--- src/irq_wake_pkg.sv ---
// Shared constants and carrier types for the interrupt, wake-up and power-down controller
package irq_wake_pkg;

   localparam int          DATA_W       = 32;
   localparam int          ADDR_W       = 8;

   // Register byte offsets
   localparam logic [7:0]  CTRL_OFS     = 8'h00;
   localparam logic [7:0]  TMR_EN_OFS   = 8'h04;
   localparam logic [7:0]  FLAGS_OFS    = 8'h08;
   localparam logic [7:0]  FLAG_SET_OFS = 8'h0C;
   localparam logic [7:0]  STATUS_OFS   = 8'h10;
   localparam logic [7:0]  PAWAKE_OFS   = 8'h14;
   localparam logic [7:0]  WDT_CFG_OFS  = 8'h18;

   // Control register fields
   localparam int          GIE_BIT      = 0;
   localparam int          LVE_BIT      = 1;
   localparam int          MFE_LSB      = 8;

   // Flag register fields (same layout for clear and set)
   localparam int          FLG_LV_BIT   = 0;
   localparam int          FLG_TMR_LSB  = 8;
   localparam int          FLG_MF_LSB   = 24;
   localparam int          TMR_FIELD_W  = 3;
   localparam int          TMR_P_OFS    = 0;
   localparam int          TMR_A_OFS    = 1;
   localparam int          TMR_B_OFS    = 2;

   // Status register fields
   localparam int          ST_PDF_BIT   = 0;
   localparam int          ST_TO_BIT    = 1;
   localparam int          ST_SLEEP_BIT = 2;

   // Watchdog configuration fields
   localparam int          WDT_EN_BIT   = 0;
   localparam int          WDT_SUB_BIT  = 1;

   localparam int          MAX_TMR      = 5;
   localparam int          MAX_MF       = 6;
   localparam int          MAX_PA       = 8;
   localparam int          VEC_W        = 3;

   localparam logic [31:0] ZERO_WORD    = 32'h0000_0000;

   typedef struct packed {
      logic              psel;
      logic              penable;
      logic              pwrite;
      logic [ADDR_W-1:0] paddr;
      logic [DATA_W-1:0] pwdata;
   } apb_req_t;

   typedef struct packed {
      logic period;
      logic a;
      logic b;
   } tmr_match_t;

   typedef struct packed {
      logic halt;
      logic return_from_irq_instr;
      logic ret;
      logic clr_wdt;
      logic stack_full;
   } core_ops_t;

   typedef enum logic {
      st_run,
      st_sleep
   } pwr_state_t;

endpackage : irq_wake_pkg

--- src/irq_wake_ctrl.sv ---
// Multi-function interrupt, wake-up and power-down controller with APB registers
//
// How it works
// - Low supply sets flag; vector needs all enables
// - Low-voltage service clears global and group flag
// - Timers have P/A flags; enhanced adds B
// - Comparator matches set timer flags
// - Timer vector needs global, source, group enables
// - Timer service clears global and group only
// - Any rising flag wakes, enables ignored
// - Flag high before halt gives no wake
// - Flags stay set until serviced or cleared
// - Entry pushes only the program counter
// - Return-from-irq sets global; plain return doesn't
// - Only halt enters sleep, stopping clock
// - Sleep freezes memory, registers and ports
// - Halt clears watchdog; runs only on subclock
// - Halt sets power-down, clears time-out flag
// - Wake on reset, port edge, flag, watchdog
// - Reset wake resets all; watchdog wake partial
// - Power-down flag cleared by power-up, clear-watchdog
// - Watchdog time-out sets flag, resets PC/SP only
// - Enabled port pin falling edge resumes after halt
// - Disabled or stack-full wake resumes, services later
// - Enabled wake with stack room takes vector
//
// The APB register port and the address map were chosen for this implementation.
module irq_wake_ctrl
   import irq_wake_pkg::*;
#(
   parameter int               NUM_TMR  = 3,
   parameter logic [MAX_TMR-1:0] ENH_MASK = 5'h04,
   parameter int               PA_W     = 8
) (
   input  wire logic                        pclk,
   input  wire logic                        presetn,
   input  wire irq_wake_pkg::apb_req_t      apb,
   output logic [irq_wake_pkg::DATA_W-1:0]  prdata,
   output logic                             pready,
   output logic                             pslverr,
   input  wire logic                        lowvolt_detect,
   input  wire irq_wake_pkg::tmr_match_t [NUM_TMR-1:0] tmr_match,
   input  wire logic [PA_W-1:0]             porta_pins,
   input  wire logic                        ext_reset_req,
   input  wire logic                        wdt_overflow,
   input  wire irq_wake_pkg::core_ops_t     core_ops,
   output logic                             irq_call,
   output logic [irq_wake_pkg::VEC_W-1:0]   irq_vector,
   output logic                             pc_push,
   output logic                             core_hold,
   output logic                             sys_clk_enable,
   output logic                             wdt_clear,
   output logic                             wdt_run,
   output logic                             sys_reset_pulse,
   output logic                             wdt_reset_pulse,
   output logic                             wake_resume
);
   import irq_wake_pkg::*;

   localparam int NUM_MF = NUM_TMR + 1;

   // Refuse sizes the flag image and vector field cannot hold
   if (NUM_TMR < 1 || NUM_TMR > MAX_TMR) begin : g_bad_tmr
      $error("NUM_TMR out of range");
   end
   if (PA_W < 1 || PA_W > MAX_PA) begin : g_bad_pa
      $error("PA_W out of range");
   end

   // Lowest pending group wins the vector
   function automatic logic [VEC_W-1:0] first_set(input logic [NUM_MF-1:0] v);
      logic [VEC_W-1:0] idx;
      idx = '0;
      for (int i = NUM_MF - 1; i >= 0; i--) begin
         if (v[i])
            idx = VEC_W'(i);
      end
      return idx;
   endfunction : first_set

   function automatic logic reg_is(input logic [ADDR_W-1:0] a, input logic [7:0] ofs);
      return a == ofs;
   endfunction : reg_is

   pwr_state_t            state;
   logic                  global_irq_enable;
   logic                  lowvolt_irq_enable;
   logic [NUM_MF-1:0]     multifunc_irq_enable;
   logic [NUM_MF-1:0]     multifunc_req_flags;
   logic                  lowvolt_req_flag;
   logic [NUM_TMR-1:0]    tmr_period_match_flag;
   logic [NUM_TMR-1:0]    tmr_a_match_flag;
   logic [NUM_TMR-1:0]    tmr_b_match_flag;
   logic [NUM_TMR-1:0]    tmr_period_match_enable;
   logic [NUM_TMR-1:0]    tmr_a_match_enable;
   logic [NUM_TMR-1:0]    tmr_b_match_enable;
   logic                  powerdown_flag;
   logic                  watchdog_timeout_flag;
   logic [PA_W-1:0]       porta_wake_enable;
   logic                  wdt_enable;
   logic                  wdt_sub_clk;
   logic                  lowvolt_prev;
   logic [PA_W-1:0]       porta_prev;
   logic [NUM_MF-1:0]     group_cond_prev;
   logic [DATA_W-1:0]     flags_prev;

   logic                  wr_en;
   logic                  rd_setup;
   logic                  addr_hit;
   logic [DATA_W-1:0]     sw_clr;
   logic [DATA_W-1:0]     sw_set;
   logic [DATA_W-1:0]     flags_word;
   logic [DATA_W-1:0]     rd_word;
   logic [NUM_MF-1:0]     group_cond;
   logic [NUM_MF-1:0]     group_set;
   logic [NUM_MF-1:0]     pending;
   logic [NUM_MF-1:0]     svc_clr;
   logic                  take_irq;
   logic [VEC_W-1:0]      take_vec;
   logic                  asleep;
   logic                  flag_rise;
   logic                  porta_fall;
   logic                  irq_wake;

   // APB slave: zero wait states, read data captured in the setup cycle
   assign wr_en    = apb.psel & apb.penable & apb.pwrite;
   assign rd_setup = apb.psel & ~apb.penable & ~apb.pwrite;
   assign pready   = 1'b1;
   assign addr_hit = reg_is(apb.paddr, CTRL_OFS) | reg_is(apb.paddr, TMR_EN_OFS)
                   | reg_is(apb.paddr, FLAGS_OFS) | reg_is(apb.paddr, FLAG_SET_OFS)
                   | reg_is(apb.paddr, STATUS_OFS) | reg_is(apb.paddr, PAWAKE_OFS)
                   | reg_is(apb.paddr, WDT_CFG_OFS);
   // Unmapped offsets answer with an error rather than a wait
   assign pslverr  = apb.psel & apb.penable & ~addr_hit;

   assign sw_clr = (wr_en & reg_is(apb.paddr, FLAGS_OFS)) ? apb.pwdata : ZERO_WORD;
   assign sw_set = (wr_en & reg_is(apb.paddr, FLAG_SET_OFS)) ? apb.pwdata : ZERO_WORD;

   assign asleep         = (state == st_sleep);
   assign core_hold      = asleep;
   assign sys_clk_enable = ~asleep;
   // Watchdog on the system clock stops with it
   assign wdt_run        = wdt_enable & (wdt_sub_clk | ~asleep);

   // Flag image, also the reference for wake edge detection
   always_comb begin
      flags_word             = ZERO_WORD;
      flags_word[FLG_LV_BIT] = lowvolt_req_flag;
      for (int i = 0; i < NUM_TMR; i++) begin
         flags_word[FLG_TMR_LSB + TMR_FIELD_W*i + TMR_P_OFS] = tmr_period_match_flag[i];
         flags_word[FLG_TMR_LSB + TMR_FIELD_W*i + TMR_A_OFS] = tmr_a_match_flag[i];
         flags_word[FLG_TMR_LSB + TMR_FIELD_W*i + TMR_B_OFS] = tmr_b_match_flag[i];
      end
      for (int m = 0; m < NUM_MF; m++)
         flags_word[FLG_MF_LSB + m] = multifunc_req_flags[m];
   end

   // Low-voltage source flag: hardware set wins over software clear
   always_ff @(posedge pclk or negedge presetn) begin
      if (!presetn) begin
         lowvolt_prev     <= 1'b0;
         lowvolt_req_flag <= 1'b0;
      end else begin
         lowvolt_prev     <= lowvolt_detect;
         lowvolt_req_flag <= (lowvolt_req_flag & ~sw_clr[FLG_LV_BIT])
                           | (lowvolt_detect & ~lowvolt_prev)
                           | sw_set[FLG_LV_BIT];
      end
   end

   // Timer source flags; B exists only on enhanced timers
   generate
      for (genvar t = 0; t < NUM_TMR; t++) begin : g_tmr
         localparam int PB = FLG_TMR_LSB + TMR_FIELD_W*t + TMR_P_OFS;
         localparam int AB = FLG_TMR_LSB + TMR_FIELD_W*t + TMR_A_OFS;
         localparam int BB = FLG_TMR_LSB + TMR_FIELD_W*t + TMR_B_OFS;
         always_ff @(posedge pclk or negedge presetn) begin
            if (!presetn) begin
               tmr_period_match_flag[t] <= 1'b0;
               tmr_a_match_flag[t]      <= 1'b0;
               tmr_b_match_flag[t]      <= 1'b0;
            end else begin
               tmr_period_match_flag[t] <= (tmr_period_match_flag[t] & ~sw_clr[PB])
                                         | tmr_match[t].period | sw_set[PB];
               tmr_a_match_flag[t]      <= (tmr_a_match_flag[t] & ~sw_clr[AB])
                                         | tmr_match[t].a | sw_set[AB];
               tmr_b_match_flag[t]      <= ENH_MASK[t] & ((tmr_b_match_flag[t] & ~sw_clr[BB])
                                         | tmr_match[t].b | sw_set[BB]);
            end
         end
         assign group_cond[t+1] = (tmr_period_match_flag[t] & tmr_period_match_enable[t])
                                | (tmr_a_match_flag[t] & tmr_a_match_enable[t])
                                | (tmr_b_match_flag[t] & tmr_b_match_enable[t]);
      end
   endgenerate

   assign group_cond[0] = lowvolt_req_flag & lowvolt_irq_enable;
   // A source enabled late still raises its group, so a held request is served later
   assign group_set     = group_cond & ~group_cond_prev;

   assign pending  = multifunc_req_flags & multifunc_irq_enable;
   // No entry while halted or on the halt cycle itself
   assign take_irq = global_irq_enable & (|pending) & ~core_ops.stack_full
                   & ~asleep & ~core_ops.halt;
   // Group index doubles as the vector number
   assign take_vec = first_set(pending);
   assign svc_clr  = take_irq ? (NUM_MF'(1) << take_vec) : '0;

   // Group flags: only the serviced group clears, a fresh set wins
   always_ff @(posedge pclk or negedge presetn) begin
      if (!presetn) begin
         group_cond_prev     <= '0;
         multifunc_req_flags <= '0;
      end else begin
         group_cond_prev     <= group_cond;
         multifunc_req_flags <= (multifunc_req_flags & ~svc_clr & ~sw_clr[FLG_MF_LSB +: NUM_MF])
                              | group_set | sw_set[FLG_MF_LSB +: NUM_MF];
      end
   end

   // Vectored entry: only the program counter is pushed
   always_ff @(posedge pclk or negedge presetn) begin
      if (!presetn) begin
         irq_call   <= 1'b0;
         pc_push    <= 1'b0;
         irq_vector <= '0;
      end else begin
         irq_call <= take_irq;
         pc_push  <= take_irq;
         if (take_irq)
            irq_vector <= take_vec;
      end
   end

   // Control and enable registers
   always_ff @(posedge pclk or negedge presetn) begin
      if (!presetn) begin
         global_irq_enable       <= 1'b0;
         lowvolt_irq_enable      <= 1'b0;
         multifunc_irq_enable    <= '0;
         tmr_period_match_enable <= '0;
         tmr_a_match_enable      <= '0;
         tmr_b_match_enable      <= '0;
         porta_wake_enable       <= '0;
         wdt_enable              <= 1'b0;
         wdt_sub_clk             <= 1'b0;
      end else begin
         if (take_irq)
            global_irq_enable <= 1'b0;
         else if (core_ops.return_from_irq_instr)
            global_irq_enable <= 1'b1;
         else if (wr_en && reg_is(apb.paddr, CTRL_OFS))
            global_irq_enable <= apb.pwdata[GIE_BIT];
         if (wr_en && reg_is(apb.paddr, CTRL_OFS)) begin
            lowvolt_irq_enable   <= apb.pwdata[LVE_BIT];
            multifunc_irq_enable <= apb.pwdata[MFE_LSB +: NUM_MF];
         end
         if (wr_en && reg_is(apb.paddr, TMR_EN_OFS)) begin
            for (int i = 0; i < NUM_TMR; i++) begin
               tmr_period_match_enable[i] <= apb.pwdata[TMR_FIELD_W*i + TMR_P_OFS];
               tmr_a_match_enable[i]      <= apb.pwdata[TMR_FIELD_W*i + TMR_A_OFS];
               tmr_b_match_enable[i]      <= apb.pwdata[TMR_FIELD_W*i + TMR_B_OFS] & ENH_MASK[i];
            end
         end
         if (wr_en && reg_is(apb.paddr, PAWAKE_OFS))
            porta_wake_enable <= apb.pwdata[PA_W-1:0];
         if (wr_en && reg_is(apb.paddr, WDT_CFG_OFS)) begin
            wdt_enable  <= apb.pwdata[WDT_EN_BIT];
            wdt_sub_clk <= apb.pwdata[WDT_SUB_BIT];
         end
      end
   end

   // Wake sources: a flag already high at halt has no edge to give
   assign flag_rise  = |(flags_word & ~flags_prev);
   assign porta_fall = |(porta_prev & ~porta_pins & porta_wake_enable);
   assign irq_wake   = asleep & (flag_rise | porta_fall);

   always_ff @(posedge pclk or negedge presetn) begin
      if (!presetn) begin
         flags_prev <= ZERO_WORD;
         porta_prev <= '0;
      end else begin
         flags_prev <= flags_word;
         porta_prev <= porta_pins;
      end
   end

   // Power state: halt is the only way in
   always_ff @(posedge pclk or negedge presetn) begin
      if (!presetn) begin
         state <= st_run;
      end else begin
         case (state)
            st_run: begin
               if (core_ops.halt && !ext_reset_req && !wdt_overflow)
                  state <= st_sleep;
            end
            st_sleep: begin
               if (ext_reset_req || wdt_overflow || irq_wake)
                  state <= st_run;
            end
            default: state <= st_run;
         endcase
      end
   end

   // Halt and wake side effects
   always_ff @(posedge pclk or negedge presetn) begin
      if (!presetn) begin
         wdt_clear       <= 1'b0;
         wake_resume     <= 1'b0;
         sys_reset_pulse <= 1'b0;
         wdt_reset_pulse <= 1'b0;
      end else begin
         wdt_clear       <= (~asleep & core_ops.halt) | core_ops.clr_wdt;
         // Resume after halt; any enabled request is then taken normally
         wake_resume     <= irq_wake & ~ext_reset_req & ~wdt_overflow;
         sys_reset_pulse <= ext_reset_req;
         wdt_reset_pulse <= wdt_overflow;
      end
   end

   // Status flags survive the partial watchdog reset
   always_ff @(posedge pclk or negedge presetn) begin
      if (!presetn) begin
         powerdown_flag        <= 1'b0;
         watchdog_timeout_flag <= 1'b0;
      end else begin
         if (~asleep && core_ops.halt)
            powerdown_flag <= 1'b1;
         else if (core_ops.clr_wdt)
            powerdown_flag <= 1'b0;
         if (wdt_overflow)
            watchdog_timeout_flag <= 1'b1;
         else if (~asleep && core_ops.halt)
            watchdog_timeout_flag <= 1'b0;
      end
   end

   always_comb begin
      rd_word = ZERO_WORD;
      if (reg_is(apb.paddr, CTRL_OFS)) begin
         rd_word[GIE_BIT]               = global_irq_enable;
         rd_word[LVE_BIT]               = lowvolt_irq_enable;
         rd_word[MFE_LSB +: NUM_MF]     = multifunc_irq_enable;
      end else if (reg_is(apb.paddr, TMR_EN_OFS)) begin
         for (int i = 0; i < NUM_TMR; i++) begin
            rd_word[TMR_FIELD_W*i + TMR_P_OFS] = tmr_period_match_enable[i];
            rd_word[TMR_FIELD_W*i + TMR_A_OFS] = tmr_a_match_enable[i];
            rd_word[TMR_FIELD_W*i + TMR_B_OFS] = tmr_b_match_enable[i];
         end
      end else if (reg_is(apb.paddr, FLAGS_OFS)) begin
         rd_word = flags_word;
      end else if (reg_is(apb.paddr, STATUS_OFS)) begin
         rd_word[ST_PDF_BIT]   = powerdown_flag;
         rd_word[ST_TO_BIT]    = watchdog_timeout_flag;
         rd_word[ST_SLEEP_BIT] = asleep;
      end else if (reg_is(apb.paddr, PAWAKE_OFS)) begin
         rd_word[PA_W-1:0] = porta_wake_enable;
      end else if (reg_is(apb.paddr, WDT_CFG_OFS)) begin
         rd_word[WDT_EN_BIT]  = wdt_enable;
         rd_word[WDT_SUB_BIT] = wdt_sub_clk;
      end
   end

   // Registered in setup so the word stands for the whole access
   always_ff @(posedge pclk or negedge presetn) begin
      if (!presetn)
         prdata <= ZERO_WORD;
      else if (rd_setup)
         prdata <= rd_word;
   end

endmodule : irq_wake_ctrl

--- config.mk ---
export PLATFORM = sky130hd
export DESIGN_NAME = irq_wake_ctrl
export DESIGN_NICKNAME = d
export VERILOG_FILES = /design/src/irq_wake_pkg.sv /design/src/irq_wake_ctrl.sv
export SDC_FILE = /design/constraint.sdc
export NUM_CORES = 1
export LEC_CHECK = 0
export BUFFER_PORTS_ARGS = -buffer_cell sky130_fd_sc_hd__buf_4
export CAP_MARGIN = 20
export CORE_ASPECT_RATIO = 1.75
export CORE_MARGIN = 10
export CORE_UTILIZATION = 40
export DETAILED_ROUTE_END_ITERATION = 16
export HOLD_SLACK_MARGIN = 0.06
export PLACE_DENSITY = 0.65
export SETUP_SLACK_MARGIN = 0.4
export SLEW_MARGIN = 20
export SYNTH_ARGS = -nofsm -noshare
export SYNTH_HDL_FRONTEND = slang
export SYNTH_SLANG_ARGS = --single-unit
--- constraint.sdc ---
create_clock -name pclk -period 1.65 [get_ports pclk]
set_input_delay 0.33 -clock pclk [delete_from_list [all_inputs] [get_ports pclk]]
set_output_delay 0.33 -clock pclk [all_outputs]
set_load 0.01 [all_outputs]
==> impl_metrics.toml <==
[synth]
syn_area_um2 = 3810
synth-seq-cells = 90
synthFlopType = "dfrtp_1"
synthArstFlopShare = 1.00
yosysUniqueCellTypes = 48
synth_cells = 328
ys_seq_area_frac = 0.591
synth_warnings = 0
postSynthAreaPerCell_um2 = 11.6
synth_edf_count = 0

[critical_path]
crit_required_ns = 1.88
timing.rr.start = "core_hold"
crit_fanout = 2
timing.rr.end = "multifunc_req_flags[2]"
crit_start = "apb[39]"
ff2ff_path_depth = 7
start_kind = "primary input"
criticalPathCategory = "in2reg"
r2r_setup_slack_ns = 0.14
arrival_ns = 1.99
critical_path.endpoint_type = "register"

[sta]
setup_viol = 17
fmax_mhz = 567
hold_viol = 0
slew_violations = 0
finalCritPeriodShare = 1.07
setup_ws_ns = -0.113
fin_crit_ns = 1.76
rsz0062_at_grt = "yes"
setup_tns_ns = -0.521
fin_skew_ns = 0.00576

[finish]
fin_nets = 526
area_growth_pct = 44.8
drive_above_1_share = 0.447
fin_cells = 583
antenna_cells = 0
finalCoreUtilization = 0.587
fillers = 787

[place]
pre_cts_ws_ns = -0.489
place_inst = 548
io_buffers = 86
dp_hpwl_mm = 8.56
gp_congestion = 0.903

[clock_network]
cts.clk_slew.worst_paths_ns = 0.06
htree_levels = 3
clock_path_buffers = 2
clockRootBuffer = "clkbuf_16"
cts_tree = "yes"
clk_latency_ns = 0.34
cts_sinks = 90
numCtsBuffers = 9

[die]
start_util = 0.405
fp.dieH_um = 149
die_area_um2 = 14000
num_rows = 47
boundaryPins = 116
coreArea_um2 = 9410
die_w_um = 93.8

[grt]
grt_pass1_vias = 3360
track_usage = 0.161
grt_max_degree = 45
overflow = 0
antenna_found_initial = 0
grt_pass1_wl_mm = 17.2

[worst_hold_path]
hold-path-endpoint = "porta_prev[3]"
min_path_cells = 1
worstHoldStart = "porta_pins[3]"
hold_path_class = "in2reg"

[power]
power.switching_mw = 1.18
internal_power_mw = 3.85
comb_power_share = 0.119
power_mw = 5.03
peakVddDrop_v = 0.000682
power.share.clock = 0.413
seq_power_share = 0.469
p_sw_frac = 0.235
power.density_nw_per_um2 = 911
p_leak_nw = 2.71

[route]
wl_per_cell_um = 19.5
viasPerCell = 5.25
drc = 0
vias = 3060
wl_mm = 11.4
ant_nets = 0
dr.pass1.iters = 4
drt_iter0_drc = 153

[job]
cap_viol_max_count = 0

[outcome]
status = "finished with violations"
violations = "setup timing"
==> metrics by stage <==
stage / area [um^2] / hold WS [ns]
after floorplan: 3920 / 0.0344
after global placement: 4740 / 0.276
after detailed placement: 4740 / 0.284
after CTS: 5390 / 0.0932
after global routing: 5520 / 0.0976
final: 5520 / 0.101
==> area by class of cell <==
type	instances	area (um^2)	area share
Timing Repair Buffer	131	1100	0.200
Inverter	18	70.1	0.0127
Clock buffer	12	256	0.0465
Multi-Input combinational cell	206	1640	0.296
Tap cell	122	153	0.0277
Sequential cell	90	2250	0.408
Clock inverter	4	48.8	0.00884
==> Yosys cell counts, types with 2 or more instances <==
master / number / area, um^2
a21o_1: 2 / 15.0
a21oi_1: 9 / 45.0
a221o_1: 10 / 100
a22o_1: 9 / 78.8
a32o_1: 2 / 20.0
a32oi_1: 2 / 17.5
and3_1: 2 / 12.5
buf_1: 2 / 7.51
buf_2: 3 / 15.0
buf_4: 15 / 113
clkbuf_1: 6 / 22.5
conb_1: 2 / 7.51
dfrtp_1: 90 / 2250
inv_1: 18 / 67.6
mux2_2: 21 / 236
mux2_4: 2 / 30.0
mux2i_1: 10 / 100
nand2_1: 42 / 158
nand2b_1: 4 / 25.0
nand3_1: 9 / 45.0
nand3b_1: 4 / 30.0
nand4_1: 5 / 31.3
nor2_1: 7 / 26.3
nor2b_1: 2 / 12.5
nor3_1: 5 / 25.0
o2111ai_1: 2 / 17.5
o211ai_1: 3 / 22.5
o21a_1: 2 / 15.0
o21ai_0: 17 / 85.1
o22ai_1: 3 / 18.8
==> placed cells by master (no fill, tap or decap), types with 3 or more instances in the layout <==
master	synthesis	layout
mux2i_1	10	10
nand4_1	5	5
inv_1	18	16
buf_6	0	28
nand3_1	9	6
nor2_1	7	5
nor2_4	0	3
nand3b_1	4	4
clkbuf_16	0	9
a21oi_1	9	5
nand2b_1	4	4
nand2_1	42	40
o21ai_1	0	4
o211ai_1	3	3
dfrtp_1	90	89
a221o_1	10	10
a21oi_2	0	3
o21ai_2	0	8
mux2_4	2	12
a22o_1	9	9
o21ai_0	17	5
mux2_2	21	11
buf_4	15	101
conb_1	2	14
==> power by group through the flow <==
| stage | Combinational, mW | Clock [mW] | Sequential (mW) |
|---|---|---|---|
| floorplan | 0.228 | 0 | 2.39 |
| global placement | 0.484 | 0 | 2.40 |
| detailed placement | 0.492 | 0 | 2.40 |
| CTS | 0.582 | 2.11 | 2.36 |
| global route | 0.650 | 2.20 | 2.37 |
| finish | 0.597 | 2.08 | 2.36 |
==> critical path, stage by stage <==
cell	delay, ns
buf_6	0.09
or3_4	0.39
or3_4	0.34
or4b_4	0.52
mux2_4	0.31
==> flip-flops by register name (all words and copies together) (netlist names), 2 cells and up <==
| name | flops |
|---|---|
| flags_word | 7 |
| multifunc_irq_enable | 4 |
| group_cond_prev | 4 |
| porta_wake_enable | 8 |
| porta_prev | 8 |
| tmr_a_match_enable | 3 |
| multifunc_req_flags | 4 |
| irq_vector | 2 |
| tmr_period_match_enable | 3 |
| flags_prev | 12 |
| prdata | 20 |
==> worst max-delay path by stage <==
stage                             end  cells past startpoint
after floorplan            wdt_enable                      5
after global placement    wdt_sub_clk                      5
after detailed placement   wdt_enable                      5
after global routing       wdt_enable                      5
final                      wdt_enable                      5
after CTS                 wdt_sub_clk                      5
==> logic make-up (layout without fill, tap and decap cells) <==
kind of cell / Yosys count / after routing / share of synthesized area
other: 2 / 14 / 0.00197
AND/OR/NAND/NOR: 90 / 90 / 0.120
buffers and inverters: 44 / 165 / 0.0591
multiplexers: 33 / 33 / 0.0962
flip-flops: 90 / 90 / 0.591
AO/OA/AOI/OAI: 69 / 69 / 0.132
==> metal layers <==
layer	track usage	vias up	share of wire
met5	0	-	0
met4	0.0794	0	0.034
met3	0.0338	27	0.043
met2	0.309	84	0.59
met1	0.153	1543	0.34
li1	-	1406	-
==> repair_timing <==
item	4_1_cts	5_1_grt
gates cloned	1	0
gates resized for setup	66	25
endpoints found under the hold margin	28	0
hold buffers	1	0
endpoints found under the setup margin	62	63
pin swaps	30	17
buffers inserted	14	3
No activity file was read; power rests on OpenSTA's default activity.
